## src/rtl/rxles_defs.svh

```systemverilog
// Offsets, field positions, reset values and the retry limit for the receive error status block.
`ifndef RXLES_DEFS_SVH
`define RXLES_DEFS_SVH
`define RXLES_ADDR_W 16
`define RXLES_OFF_CONTROL 16'h00C2
`define RXLES_OFF_STATUS 16'h00D0
`define RXLES_OFF_ENABLE 16'h00D1
`define RXLES_OFF_ALIGN_STATE 16'h00D2
`define RXLES_STAT_W 12
`define RXLES_BIT_DESKEW 10
`define RXLES_BIT_ECC_FATAL 9
`define RXLES_BIT_ECC_CORR 8
`define RXLES_BIT_ALIGN_LOST 6
`define RXLES_BIT_RETRY_FAIL 5
`define RXLES_BIT_PCS_ERR 4
`define RXLES_BIT_CRC_ERR 3
`define RXLES_BIT_FRAME_LOST 2
`define RXLES_STAT_VALID_MASK 12'h77C
`define RXLES_STAT_RESET 12'h000
`define RXLES_ENABLE_RESET 12'h000
`define RXLES_CONTROL_RESET 1'h0
`define RXLES_RETRY_LIMIT 4
`endif

```

## src/rtl/rxles_pkg.sv

```systemverilog
// Types shared by the receive error status block.
`default_nettype none
package rxles_pkg;
   typedef enum logic [1:0] {
      RXLES_IDLE,
      RXLES_SEARCH,
      RXLES_ALIGNED
   } rxles_align_state_t;
endpackage : rxles_pkg
`default_nettype wire

```

## src/rtl/rxles_align_fsm.sv

```systemverilog
// Lane alignment state machine with retry counting and self recovery.
`timescale 1ns/1ps
`default_nettype none
`include "rxles_defs.svh"
module rxles_align_fsm #(
   parameter int RETRY_LIMIT = `RXLES_RETRY_LIMIT
) (
   // Clock and reset.
   input wire logic core_clk,
   input wire logic rst,
   // Control.
   input wire logic restart,
   // Lane events.
   input wire logic sync_all_lanes,
   input wire logic align_lost,
   // Status.
   output rxles_pkg::rxles_align_state_t state,
   output logic retry_fail_pulse
);
   rxles_pkg::rxles_align_state_t state_reg;
   rxles_pkg::rxles_align_state_t state_next;
   logic [7:0] retry_reg;
   logic [7:0] retry_next;
   logic fail_next;
   logic fail_reg;

   // Next state; restart overrides everything and holds the machine idle.
   always_comb begin
      state_next = state_reg;
      retry_next = retry_reg;
      fail_next = 1'b0;
      if (restart) begin
         state_next = rxles_pkg::RXLES_IDLE;
         retry_next = 8'h00;
      end else begin
         case (state_reg)
            rxles_pkg::RXLES_IDLE: begin
               state_next = rxles_pkg::RXLES_SEARCH;
            end
            rxles_pkg::RXLES_SEARCH: begin
               if (sync_all_lanes) begin
                  state_next = rxles_pkg::RXLES_ALIGNED;
                  retry_next = 8'h00;
               end else if (align_lost) begin
                  // A skewed sync word during search is one more failed attempt, so the limit can be reached.
                  if (retry_reg != 8'hFF) begin
                     retry_next = retry_reg + 8'h01;
                  end
                  fail_next = ({1'b0, retry_reg} + 9'h001) > 9'(RETRY_LIMIT);
               end
            end
            rxles_pkg::RXLES_ALIGNED: begin
               if (align_lost) begin
                  state_next = rxles_pkg::RXLES_SEARCH;
                  if (retry_reg != 8'hFF) begin
                     retry_next = retry_reg + 8'h01;
                  end
                  // Nine bits keep a saturated count from wrapping below the limit.
                  fail_next = ({1'b0, retry_reg} + 9'h001) > 9'(RETRY_LIMIT);
               end
            end
            default: begin
               state_next = rxles_pkg::RXLES_IDLE;
            end
         endcase
      end
   end

   // State registers.
   always_ff @(posedge core_clk or posedge rst) begin
      if (rst) begin
         state_reg <= rxles_pkg::RXLES_IDLE;
         retry_reg <= 8'h00;
         fail_reg <= 1'b0;
      end else begin
         state_reg <= state_next;
         retry_reg <= retry_next;
         fail_reg <= fail_next;
      end
   end

   assign state = state_reg;
   assign retry_fail_pulse = fail_reg;
endmodule : rxles_align_fsm
`default_nettype wire

```

## src/rtl/rxles_regs.sv

```systemverilog
// Receive link control and error status register bank.
// Operation
// - While the restart bit is one the alignment machine is held idle and restarts alignment on release.
// - Bit 10 is set when lane skew exceeds the deskew capability.
// - Bit 9 is set when any lane sees an uncorrectable double-bit ECC error.
// - Bit 8 is set when any lane corrects a single-bit ECC error.
// - Bit 6 is set when, while aligned, the sync words do not arrive on all lanes in one cycle.
// - After alignment loss the machine re-aligns by itself without reset.
// - Bit 5 is set when the alignment retry count goes beyond its limit.
// - Bit 4 is set on any lane sync, metaframe or CRC-32 coding error.
// - Bit 3 is set when any lane detects a CRC error.
// - Bit 2 is set when any lane loses frame lock.
// - After frame lock loss the block resumes normal operation by itself.
// - Status flags are sticky, cleared by writing one, unchanged by zero, and reset to zero.
// - The restart bit is read-write and resets to zero.
// - An interrupt enable register at the next word matches the status layout and resets to zero.
`timescale 1ns/1ps
`default_nettype none
`include "rxles_defs.svh"
module rxles_regs #(
   parameter int NUM_LANES = 4,
   parameter int RETRY_LIMIT = `RXLES_RETRY_LIMIT
) (
   // Clock and reset.
   input wire logic core_clk,
   input wire logic rst,
   // Register port.
   input wire logic [`RXLES_ADDR_W-1:0] reg_addr,
   input wire logic [31:0] reg_wdata,
   input wire logic reg_write,
   input wire logic reg_read,
   output logic [31:0] reg_rdata,
   // Per-lane sync words and error events.
   input wire logic [NUM_LANES-1:0] lane_deskew_over,
   input wire logic [NUM_LANES-1:0] lane_ecc_fatal,
   input wire logic [NUM_LANES-1:0] lane_ecc_corr,
   input wire logic [NUM_LANES-1:0] lane_sync_word,
   input wire logic [NUM_LANES-1:0] lane_pcs_err,
   input wire logic [NUM_LANES-1:0] checksum_error_flag,
   input wire logic [NUM_LANES-1:0] lane_frame_lost,
   // Link status and interrupt.
   output logic link_aligned,
   output logic align_restart,
   output logic irq
);
   logic control_reg;
   logic [`RXLES_STAT_W-1:0] status_reg;
   logic [`RXLES_STAT_W-1:0] status_next;
   logic [`RXLES_STAT_W-1:0] enable_reg;
   logic [`RXLES_STAT_W-1:0] enable_next;
   logic [31:0] rdata_next;
   logic irq_next;
   logic aligned_next;
   logic [`RXLES_STAT_W-1:0] events;
   logic sel_control;
   logic sel_status;
   logic sel_enable;
   logic sel_state;
   logic any_sync;
   logic all_sync;
   logic sync_skewed;
   logic align_lost_evt;
   logic retry_fail;
   rxles_pkg::rxles_align_state_t align_state;

   ////////////////////////////////////////////////////////////////////////////
   // Address decode.
   assign sel_control = (reg_addr == `RXLES_OFF_CONTROL);
   assign sel_status = (reg_addr == `RXLES_OFF_STATUS);
   assign sel_enable = (reg_addr == `RXLES_OFF_ENABLE);
   assign sel_state = (reg_addr == `RXLES_OFF_ALIGN_STATE);

   ////////////////////////////////////////////////////////////////////////////
   // Lane consolidation; sync words seen on some lanes but not all means skew.
   assign any_sync = |lane_sync_word;
   assign all_sync = &lane_sync_word;
   assign sync_skewed = any_sync && !all_sync;
   assign align_lost_evt = sync_skewed && (align_state == rxles_pkg::RXLES_ALIGNED);

   // Event vector in status layout; reserved positions stay zero.
   always_comb begin
      events = '0;
      events[`RXLES_BIT_DESKEW] = |lane_deskew_over;
      events[`RXLES_BIT_ECC_FATAL] = |lane_ecc_fatal;
      events[`RXLES_BIT_ECC_CORR] = |lane_ecc_corr;
      events[`RXLES_BIT_ALIGN_LOST] = align_lost_evt;
      events[`RXLES_BIT_RETRY_FAIL] = retry_fail;
      events[`RXLES_BIT_PCS_ERR] = |lane_pcs_err;
      events[`RXLES_BIT_CRC_ERR] = |checksum_error_flag;
      events[`RXLES_BIT_FRAME_LOST] = |lane_frame_lost;
   end

   // Alignment machine; it re-aligns by itself after a loss, and frame lock
   // loss only flags status, so the datapath recovers once the cause is gone.
   rxles_align_fsm #(
      .RETRY_LIMIT(RETRY_LIMIT)
   ) u_align (
      .core_clk(core_clk),
      .rst(rst),
      .restart(control_reg),
      .sync_all_lanes(all_sync),
      .align_lost(sync_skewed),
      .state(align_state),
      .retry_fail_pulse(retry_fail)
   );

   ////////////////////////////////////////////////////////////////////////////
   // Sticky status: a new event wins over a write-one clear in the same cycle.
   assign status_next = ((status_reg & ~((sel_status && reg_write) ? reg_wdata[`RXLES_STAT_W-1:0] : '0))
                         | events) & `RXLES_STAT_VALID_MASK;
   // The interrupt follows the next enable too, so it never lags a mask write by a cycle.
   assign enable_next = (reg_write && sel_enable) ?
                        (reg_wdata[`RXLES_STAT_W-1:0] & `RXLES_STAT_VALID_MASK) : enable_reg;
   assign irq_next = |(status_next & enable_next);
   assign aligned_next = (align_state == rxles_pkg::RXLES_ALIGNED);

   // Read data mux.
   assign rdata_next = !reg_read ? 32'h0000_0000 :
                       sel_control ? {31'h0000_0000, control_reg} :
                       sel_status ? {20'h0_0000, status_reg} :
                       sel_enable ? {20'h0_0000, enable_reg} :
                       sel_state ? {30'h0000_0000, align_state} :
                       32'h0000_0000;

   ////////////////////////////////////////////////////////////////////////////
   // Control and enable registers.
   always_ff @(posedge core_clk or posedge rst) begin
      if (rst) begin
         control_reg <= `RXLES_CONTROL_RESET;
         enable_reg <= `RXLES_ENABLE_RESET;
      end else begin
         if (reg_write && sel_control) begin
            control_reg <= reg_wdata[0];
         end
         enable_reg <= enable_next;
      end
   end

   // Status, read data and output flops.
   always_ff @(posedge core_clk or posedge rst) begin
      if (rst) begin
         status_reg <= `RXLES_STAT_RESET;
         reg_rdata <= 32'h0000_0000;
         irq <= 1'b0;
         link_aligned <= 1'b0;
         align_restart <= 1'b0;
      end else begin
         status_reg <= status_next;
         reg_rdata <= rdata_next;
         irq <= irq_next;
         link_aligned <= aligned_next;
         align_restart <= control_reg;
      end
   end
endmodule : rxles_regs
`default_nettype wire

```

## config.mk

```make
export PLATFORM = sky130hd
export DESIGN_NAME = rxles_regs
export DESIGN_NICKNAME = d
export VERILOG_FILES = /design/src/rtl/rxles_pkg.sv /design/src/rtl/rxles_align_fsm.sv /design/src/rtl/rxles_regs.sv
export VERILOG_INCLUDE_DIRS = /design/src /design/src/rtl
export SDC_FILE = /design/constraint.sdc
export NUM_CORES = 1
export LEC_CHECK = 0
export ABC_AREA = 1
export BUFFER_PORTS_ARGS = -buffer_cell sky130_fd_sc_hd__clkbuf_2
export CORE_MARGIN = 4
export CORE_UTILIZATION = 36
export CTS_CLUSTER_DIAMETER = 30
export DETAILED_ROUTE_END_ITERATION = 16
export PLACE_DENSITY_LB_ADDON = 0.3
export SLEW_MARGIN = 10
export SYNTH_ARGS = -nofsm -noshare
export SYNTH_HDL_FRONTEND = slang
export SYNTH_SLANG_ARGS = --single-unit
```

## constraint.sdc

```tcl
create_clock -name core_clk -period 4.8 [get_ports core_clk]
set_input_delay 0.96 -clock core_clk [delete_from_list [all_inputs] [get_ports core_clk]]
set_output_delay 0.96 -clock core_clk [all_outputs]
set_load 0.05 [all_outputs]
```

## After elaboration in Yosys (flattened, before gate mapping)

Index checks and enable logic that the tools add are counted.

| storage, ports and cells | value |
|---|---|
| register bits | 47 |
| bits of input ports | 80 |
| word-level logic and storage cells | 64 |
| output and inout bits | 35 |

| cells by class | value |
|---|---|
| $add $sub $neg | 2 |
| multiplexer cells | 20 |
| reductions and logical operators | 18 |
| order comparisons | 1 |
| equal/unequal tests | 9 |
| bitwise gates (word level) | 4 |

Operators with widths:

| cell | count |
|---|---|
| $eq A16 B8 Y1 const B | 4 |
| $mux W12 | 5 |
| $mux W8 | 4 |
| $reduce_or A4 Y1 | 7 |
| $pmux W8 S2 | 1 |
| $and A11 B12 Y12 | 1 |
| $reduce_or A12 Y1 | 1 |
| $and A11 B11 Y11 | 1 |
| $mux W11 | 1 |
| $not A11 Y11 | 1 |
| $or A11 B11 Y11 | 1 |
| $add A8 B1 Y9 const B | 1 |
| $gt A9 B3 Y1 const B | 1 |
| $add A8 B1 Y8 const B | 1 |
| $mux W2 | 4 |
| $ne A8 B8 Y1 const B | 1 |
| $pmux W2 S3 | 1 |
| $logic_and A1 B1 Y1 | 5 |
| $reduce_and A4 Y1 | 1 |
| $mux W1 | 3 |
| $ne A3 B2 Y1 const B | 1 |
| $ne A3 B3 Y1 const B | 1 |
| $reduce_bool A3 Y1 | 1 |
| $eq A2 B1 Y1 const B | 1 |
| other kinds (5) | 5 |

## Logic depth before layout (Yosys ltp)

Gate-level depths: netlist (run 1).

| depth | value |
|---|---|
| depth after elaboration | 8 |
| gate-level depth with buffers | 11 |
| mapped depth without buffers | 11 |

## By module

From an unflattened synthesis (run 1), not the netlist that was laid out.

| second synthesis, totals | value |
|---|---|
| cell total of the unflattened synthesis | 313 |
| area total of the unflattened synthesis | 2464.9 um^2 |

By module, submodules not included:

| module | area each (um^2) | sequential area each (um^2) | cells an instance | times used |
|---|---|---|---|---|
| rxles_regs | 1666.6 | 750.7 | 200 | 1 |
| rxles_align_fsm | 798.3 | 275.3 | 113 | 1 |

## Worst setup path after synthesis (run 1)

Ideal clock, no wire load.

| timing | value |
|---|---|
| path kind | input to register |
| start point | input port reg_addr[15] |
| end point | register irq |
| stages on the path | 11 |
| setup time | 119 ps |
| data required time | 4681 ps |
| data arrival time | 1891 ps |
| slack | 2790 ps |
| buffers on the path | 1 |
| cell sequence | nor2_1 > nand2_1 > nor2_4 > nand3_4 > buf_6 > nand2_1 > o21ai_1 > nand2_1 > nand2_1 > nor2_1 > nand2_1 |

| on the way | value |
|---|---|
| elaborated cells between the ends (all ways) | 11 |
| those cells by class | eq/ne (2); mux (2); bitwise (4); reduce/logical (3) |

RTL lines:

| element | line | RTL |
|---|---|---|
| start, declared | rxles_regs.sv:28 | `` input wire logic [`RXLES_ADDR_W-1:0] reg_addr, `` |
| $eq A16 B8 Y1 (no line) | n/a |  |
| $logic_and A1 B1 Y1 | rxles_regs.sv:112 | `assign enable_next = (reg_write && sel_enable) ?` |
| $mux W12 | rxles_regs.sv:112 |  |
| via enable_next[5] | rxles_regs.sv:50 | `` logic [`RXLES_STAT_W-1:0] enable_next; `` |
| $and A11 B12 Y12 | rxles_regs.sv:114 | `assign irq_next = \|(status_next & enable_next);` |
| $reduce_or A12 Y1 | rxles_regs.sv:114 |  |
| via irq_next | rxles_regs.sv:52 | `logic irq_next;` |
| end signal, assigned | rxles_regs.sv:150 | `irq <= irq_next;` |
| end, declared | rxles_regs.sv:44 | `output logic irq` |

The timed path passes the listed nets, and every way through them passes these cells.
A chain may end at the register's enable or synchronous reset.

## Worst setup path after layout (run 1)

| timing | value |
|---|---|
| start point | input port reg_addr[15] |
| end point | register reg_rdata[6] |

| on the way | value |
|---|---|
| word-level cells in the longest chain between the ends | 5 |
| elaborated cells between the ends (all ways) | 7 |
| those cells by class | eq/ne (3); mux (4) |

Ends and longest elaborated chain:

| element | line | RTL |
|---|---|---|
| $eq A16 B8 Y1 (no line) | n/a |  |
| $mux W12 | rxles_regs.sv:121 | `sel_enable ? {20'h0_0000, enable_reg} :` |
| $mux W12 | rxles_regs.sv:120 | `sel_status ? {20'h0_0000, status_reg} :` |
| $mux W12 * | rxles_regs.sv:119 | `sel_control ? {31'h0000_0000, control_reg} :` |
| $mux W12 * | rxles_regs.sv:118 | `assign rdata_next = !reg_read ? 32'h0000_0000 :` |
| via rdata_next[6] | rxles_regs.sv:51 | `logic [31:0] rdata_next;` |
| end signal, assigned | rxles_regs.sv:149 | `reg_rdata <= rdata_next;` |
| end, declared | rxles_regs.sv:32 | `output logic [31:0] reg_rdata,` |

The timed path passes the listed nets; every way through them passes the cells marked *.

==> results of run 1 <==
-- power groups by stage --
stage	registers, mW	logic, mW	clock network, mW
final	0.345	0.0867	0.264
after global placement	0.352	0.0863	0
after detailed placement	0.352	0.0872	0
after floorplan	0.352	0.0704	0
after global routing	0.345	0.0943	0.289
after CTS	0.345	0.0873	0.274
-- synthesized netlist by cell type (2+ instances only) --
cell	n
nand2_1	63
inv_1	45
dfrtp_1	41
nor2_1	24
buf_4	23
o21ai_0	16
a21oi_1	10
nand4_1	10
nor4_1	8
o2111ai_1	7
o21ai_1	7
ha_1	5
nand3_1	5
a211oi_1	4
nor2_4	4
buf_2	3
nor3_1	2
xor2_1	2
-- cell usage in the layout, fill, tap and decap left out, drive strengths merged --
| cell type | count |
|---|---|
| clkbuf | 74 |
| nand2 | 63 |
| inv | 45 |
| dfrtp | 41 |
| nor2 | 29 |
| o21ai | 24 |
| conb | 22 |
| nand4 | 11 |
| a21oi | 10 |
| nor4 | 8 |
| o2111ai | 7 |
| nand3 | 7 |
| ha | 5 |
| a211oi | 4 |
| nor3 | 2 |
| xor2 | 2 |
| a22oi | 1 |
| nand3b | 1 |
| xnor2 | 1 |
| o211ai | 1 |
| or2 | 1 |
| clkinv | 1 |
| bufinv | 1 |
| buf | 1 |
-- stage by stage --
| step | util, % | instances | setup slack, ns | power, mW | area [sq um] |
|---|---|---|---|---|---|
| floorplan | - | 313 | 2.790 | 0.4226 | 2437 |
| detailed placement | 42.27 | 432 | 2.275 | 0.4393 | 2684 |
| CTS | 43.90 | 439 | 2.579 | 0.7066 | 2788 |
| global placement | 42.27 | 432 | 2.298 | 0.4384 | 2684 |
| global route | 43.90 | 439 | 2.386 | 0.7280 | 2788 |
| finish | 43.90 | 439 | 2.570 | 0.6960 | 2788 |
-- kinds of logic (layout without fill, tap and decap cells) --
family	count (synthesis)	after routing	synth area share, %
XOR/XNOR	3	3	1.114
buffers and inverters	73	122	15.76
flip-flops	41	41	43.50
other	1	22	0.1590
adder cells (fa/ha/maj)	5	5	2.653
AO/OA/AOI/OAI	47	47	11.88
AND/OR/NAND/NOR	122	122	24.93
-- layout make-up --
| class | count | area share (%) |
|---|---|---|
| clock inverters | 2 | 1.257 |
| flip-flops and latches | 41 | 36.80 |
| multi-input cells | 199 | 37.30 |
| well taps | 77 | 3.456 |
| repair buffers | 70 | 12.66 |
| clock buffers | 5 | 2.469 |
| inverters | 45 | 6.059 |
-- worst max-delay path: stages --
cell,delay [ns]
clkbuf_2,0.08
nor2_1,0.10
nand2_1,0.09
nor2_4,0.36
nand2_1,0.39
o2111ai_1,0.32
inv_1,0.09
-- worst paths after layout --
| check | startpoint | to | slack [ns] | cells after the start |
|---|---|---|---|---|
| hold reg to reg | control_reg$_DFFE_PP0P_ | align_restart$_DFF_PP0_ | 0.47 | 0 |
| hold / removal | control_reg$_DFFE_PP0P_ | align_restart$_DFF_PP0_ | 0.47 | 0 |
| setup / recovery | reg_addr[15] | reg_rdata[6]$_DFF_PP0_ | 2.57 | 7 |
| max in group asynchronous | rst | u_align.retry_reg[6]$_DFFE_PP0P_ | 3.67 | 3 |
| min in group asynchronous | rst | u_align.retry_reg[0]$_DFFE_PP0P_ | 0.77 | 3 |
| setup reg to reg | u_align.state[0]$_DFFE_PP0P_ | u_align.retry_reg[2]$_DFFE_PP0P_ | 2.97 | 8 |
-- routing by layer --
| layer | routed length (microns) | vias to the layer above |
|---|---|---|
| met3 | 398 | 6 |
| met5 | 0 | - |
| met4 | 86 | 0 |
| li1 | - | 1045 |
| met2 | 2404 | 75 |
| met1 | 2200 | 919 |
==> results.sh, run 1 <==
export IMPL_skew_ns=0.004620
export IMPL_syn_area_sq_um=2359
export IMPL_cts_buffers=5
export IMPL_setup_viol=0
export IMPL_portBuffers=69
export IMPL_die_w_microns=88.94
export IMPL_p_sw_mw=0.1784
export IMPL_num_io_pins=115
export IMPL_drtPass1Iterations=4
export IMPL_clk_latency_ns=0.29
export IMPL_clock_fmax_mhz=448.3
export IMPL_swShare_pct=25.62
export IMPL_slew_headroom_pct=63.16
export IMPL_syn_inst=292
export IMPL_synth_distinct_cells=31
export IMPL_clockBufferDepth=2
export IMPL_powerDensity_nw_per_um2=249.7
export IMPL_drv_cap=0
export IMPL_grt_util_met1_pct=17.76
export IMPL_finalSetupTns_ns=0
export IMPL_post_cts_resized=0
export IMPL_core_region_area_sq_um=6350
export IMPL_vias=2045
export IMPL_synth_area_top_cells="dfrtp_1 (44%), nand2_1 (10%), buf_4 (7.3%)"
export IMPL_viasPerCell=4.658
export IMPL_cts_tree="done"
export IMPL_top_register="reg_rdata"
export IMPL_largest_reg_flops=10
export IMPL_seqPwrFrac_pct=49.6
export IMPL_hold_ws_ns=0.4734
export IMPL_p_comb_share_pct=12.5
export IMPL_multiInputGateArea_sq_um=1040
export IMPL_wire_per_inst_microns=11.59
export IMPL_antenna_found_initial=0
export IMPL_hold_viol=0
export IMPL_initialDrtViolationCount=124
export IMPL_drc=0
export IMPL_synth_main_ff_cell="dfrtp_1"
export IMPL_grt_met2_usage_pct=20.45
export IMPL_globalRouteMet3Util_pct=3.318
export IMPL_drt_wl_total_microns=5089
export IMPL_seqCellArea_sq_um=1026
export IMPL_dieHeight_microns=88.94
export IMPL_synth_area_per_cell_sq_um=8.077
export IMPL_p_leak_nw=1.504
export IMPL_tightestPinTransition_ns=0.5489
export IMPL_period_needed_ns=2.230
export IMPL_num_rows=29
export IMPL_clock_sinks=41
export IMPL_rsz0062_at_grt="false"
export IMPL_status="finished, final reports clean"
export IMPL_gp_congestion=0.7723
export IMPL_postCtsHoldBufs=0
export IMPL_critPathArrivalTime_ns=2.40
export IMPL_p_clk_share_pct=37.9
export IMPL_clkTransAtPathRegs_ns=0.07
export IMPL_grt_first_pass_wirelength_microns=8100
export IMPL_htree_levels=2
export IMPL_yosysSeqAreaShare_pct=43.50
export IMPL_ant_nets=0
export IMPL_initial_core_util_pct=37.14
export IMPL_die_area_sq_um=7910
export IMPL_critPathLaunchType="primary input"
export IMPL_cts_root_buf="clkbuf_8"
export IMPL_drive_gt1_share_pct=24.03
export IMPL_cell_internal_pwr_mw=0.5177
export IMPL_gr_max_usage_layer="met2"
export IMPL_grt_overflow_total=0
export IMPL_synth_edf_count=0
export IMPL_areaGrowthSynthToFinish_pct=18.20
export IMPL_grt_pass1_vias=1789
export IMPL_holdCritPathClass="reg -> reg"
export IMPL_yosys_area_top_type="dfrtp_1"
export IMPL_worst_ep_required_time_ns=4.97
export IMPL_antenna_cells=0
export IMPL_nets=447
export IMPL_crit_fanout=16
export IMPL_period_share_pct=46.47
export IMPL_place_hpwl_microns=3849
export IMPL_peakVddDrop_mv=0.1235
export IMPL_async_flop_share_pct=100.0
export IMPL_path_class="in -> reg"
export IMPL_grt_max_degree=42
export IMPL_synth_top_area_share_pct=43.50
export IMPL_synth_seq_cells=41
export IMPL_post_cts_buffers=0
export IMPL_fillers=640
export IMPL_grt_usage_pct=13.19
export IMPL_ys_warn_count=0
export IMPL_endpoint_kind="flop"
export IMPL_finalMaxSlewViolations=0
(Power assumes the default switching activity.)
==> run 2: changes to the inputs <==
Clock period 4.8 ns to 2 ns, I/O delays scaled along.
==> run 2 against run 1 <==
Compared with the run above:
- cell count increased by 0.91%
- first-iteration DRC count increased by 4.0%
- hold slack got worse by 0.28 ns
- combinational power increased by 140%
- clock power increased by 150%
- count of clock-buffer cells in the layout unchanged
- power increased by 140%
- critical endpoint is now u_align.retry_reg[7]$_DFFE_PP0P_
==> results.sh, run 2 (synthesized netlist as in run 1, its figures left out) <==
export IMPL_status="finished, final reports clean"
export IMPL_grt_first_pass_wirelength_microns=8183
export IMPL_finalSetupTns_ns=0
export IMPL_largest_reg_flops=10
export IMPL_power_mw=1.684
export IMPL_die_area_sq_um=7910
export IMPL_antenna_cells=0
export IMPL_critPathArrivalTime_ns=1.95
export IMPL_die_w_microns=88.94
export IMPL_dieHeight_microns=88.94
export IMPL_num_rows=29
export IMPL_drt_wl_total_microns=5076
export IMPL_antenna_found_initial=0
export IMPL_cts_tree="done"
export IMPL_areaGrowthSynthToFinish_pct=19.63
export IMPL_finalMaxSlewViolations=0
export IMPL_mostFrequentLayoutCells="clkbuf_2 (69), nand2_1 (63), inv_1 (45)"
export IMPL_period_share_pct=87.51
export IMPL_p_leak_nw=1.523
export IMPL_hold_ws_ns=0.1960
export IMPL_final_common_cell="clkbuf_2"
export IMPL_drtPass1Iterations=6
export IMPL_num_io_pins=115
export IMPL_gp_congestion=0.7916
export IMPL_peakVddDrop_mv=0.3024
export IMPL_place_ws_ns=0.1533
export IMPL_clock_fmax_mhz=571.3
export IMPL_core_region_area_sq_um=6350
export IMPL_fillers=654
export IMPL_holdCritPathClass="in -> async"
export IMPL_fin_ws_ns=0.2497
export IMPL_slew_headroom_pct=65.62
export IMPL_drive_gt1_share_pct=25.14
export IMPL_top_register="reg_rdata"
export IMPL_skew_ns=0.006471
export IMPL_grt_overflow_total=0
export IMPL_worst_ep_required_time_ns=2.20
export IMPL_grt_pass1_vias=1838
export IMPL_clock_sinks=41
export IMPL_setup_viol=0
export IMPL_powerDensity_nw_per_um2=597.0
export IMPL_drc=0
export IMPL_critPathLaunchType="flop"
export IMPL_endpoint_kind="flop"
export IMPL_htree_levels=2
export IMPL_viasPerCell=4.691
export IMPL_tightestPinTransition_ns=0.5158
export IMPL_portBuffers=69
export IMPL_grt_max_degree=42
export IMPL_drv_cap=0
export IMPL_clkTransAtPathRegs_ns=0.08
export IMPL_clk_latency_ns=0.29
export IMPL_rsz0062_at_grt="false"
export IMPL_post_cts_buffers=0
export IMPL_place_hpwl_microns=3849
export IMPL_period_needed_ns=1.750
export IMPL_clockBufferDepth=2
export IMPL_cts_buffers=5
export IMPL_vias=2078
export IMPL_initialDrtViolationCount=129
export IMPL_crit_fanout=6
export IMPL_nets=451
export IMPL_hold_viol=0
export IMPL_cts_root_buf="clkbuf_8"
export IMPL_grt_usage_pct=13.36
export IMPL_initial_core_util_pct=37.14
export IMPL_path_class="reg -> reg"
export IMPL_ant_nets=0
export IMPL_wire_per_inst_microns=11.46
run 2: metrics by stage:
stage / util (%) / instances / cell area, sq um
2_1_floorplan: - / 313 / 2437
3_3_place_gp: 42.74 / 436 / 2714
3_5_place_dp: 42.74 / 436 / 2714
4_1_cts: 44.37 / 443 / 2818
5_1_grt: 44.43 / 443 / 2821
6_report: 44.43 / 443 / 2821
run 2: final timing paths:
| check | slack [ns] | depth (start not counted) | endpoint | startpoint |
|---|---|---|---|---|
| setup / recovery | 0.25 | 9 | u_align.retry_reg[7]$_DFFE_PP0P_ | u_align.retry_reg[0]$_DFFE_PP0P_ |
| hold / removal | 0.20 | 3 | u_align.retry_reg[1]$_DFFE_PP0P_ | rst |
| setup reg to reg | 0.25 | 9 | u_align.retry_reg[7]$_DFFE_PP0P_ | u_align.retry_reg[0]$_DFFE_PP0P_ |
| hold reg to reg | 0.46 | 0 | align_restart$_DFF_PP0_ | control_reg$_DFFE_PP0P_ |
| max in group asynchronous | 1.44 | 3 | reg_rdata[3]$_DFF_PP0_ | rst |
| min in group core_clk | 0.32 | 3 | status_reg[9]$_DFF_PP0_ | lane_ecc_fatal[2] |
run 2: where the power goes:
group / switching, mW / internal, mW
Sequential: 0.000103 / 0.828
Combinational: 0.156 / 0.0516
Clock: 0.285 / 0.363
run 2: metal layers:
metal	vias to the layer above	global-route usage (%)	part of all wire, %
met2	74	20.85	47
li1	1054	-	-
met1	944	18.00	43
met3	6	3.410	7.9
met4	0	4.871	1.5
met5	-	0	0
run 2: critical path, cell delays in order, from the launching register on:
cell and delay [ns]:
dfrtp_1 0.41, ha_1 0.21, nand3_1 0.13, nor2_1 0.15, nand2_1 0.08, nor2_2 0.17
nand2_1 0.07, nand3_1 0.18, nor2_1 0.07, a211oi_1 0.18
run 2: area by class of cell:
| class | instances | area [sq um] | area share (%) |
|---|---|---|---|
| flip-flops and latches | 41 | 1026 | 36.36 |
| multi-input cells | 199 | 1044 | 36.98 |
| clock inverters | 2 | 35.03 | 1.242 |
| repair buffers | 74 | 382.9 | 13.57 |
| inverters | 45 | 168.9 | 5.987 |
| clock buffers | 5 | 68.82 | 2.439 |
| well taps | 77 | 96.34 | 3.415 |
run 2: what timing repair did:
item	4_1_cts	5_1_grt
setup endpoints to repair	0	2
gates resized for setup	0	1
hold buffers	0	0
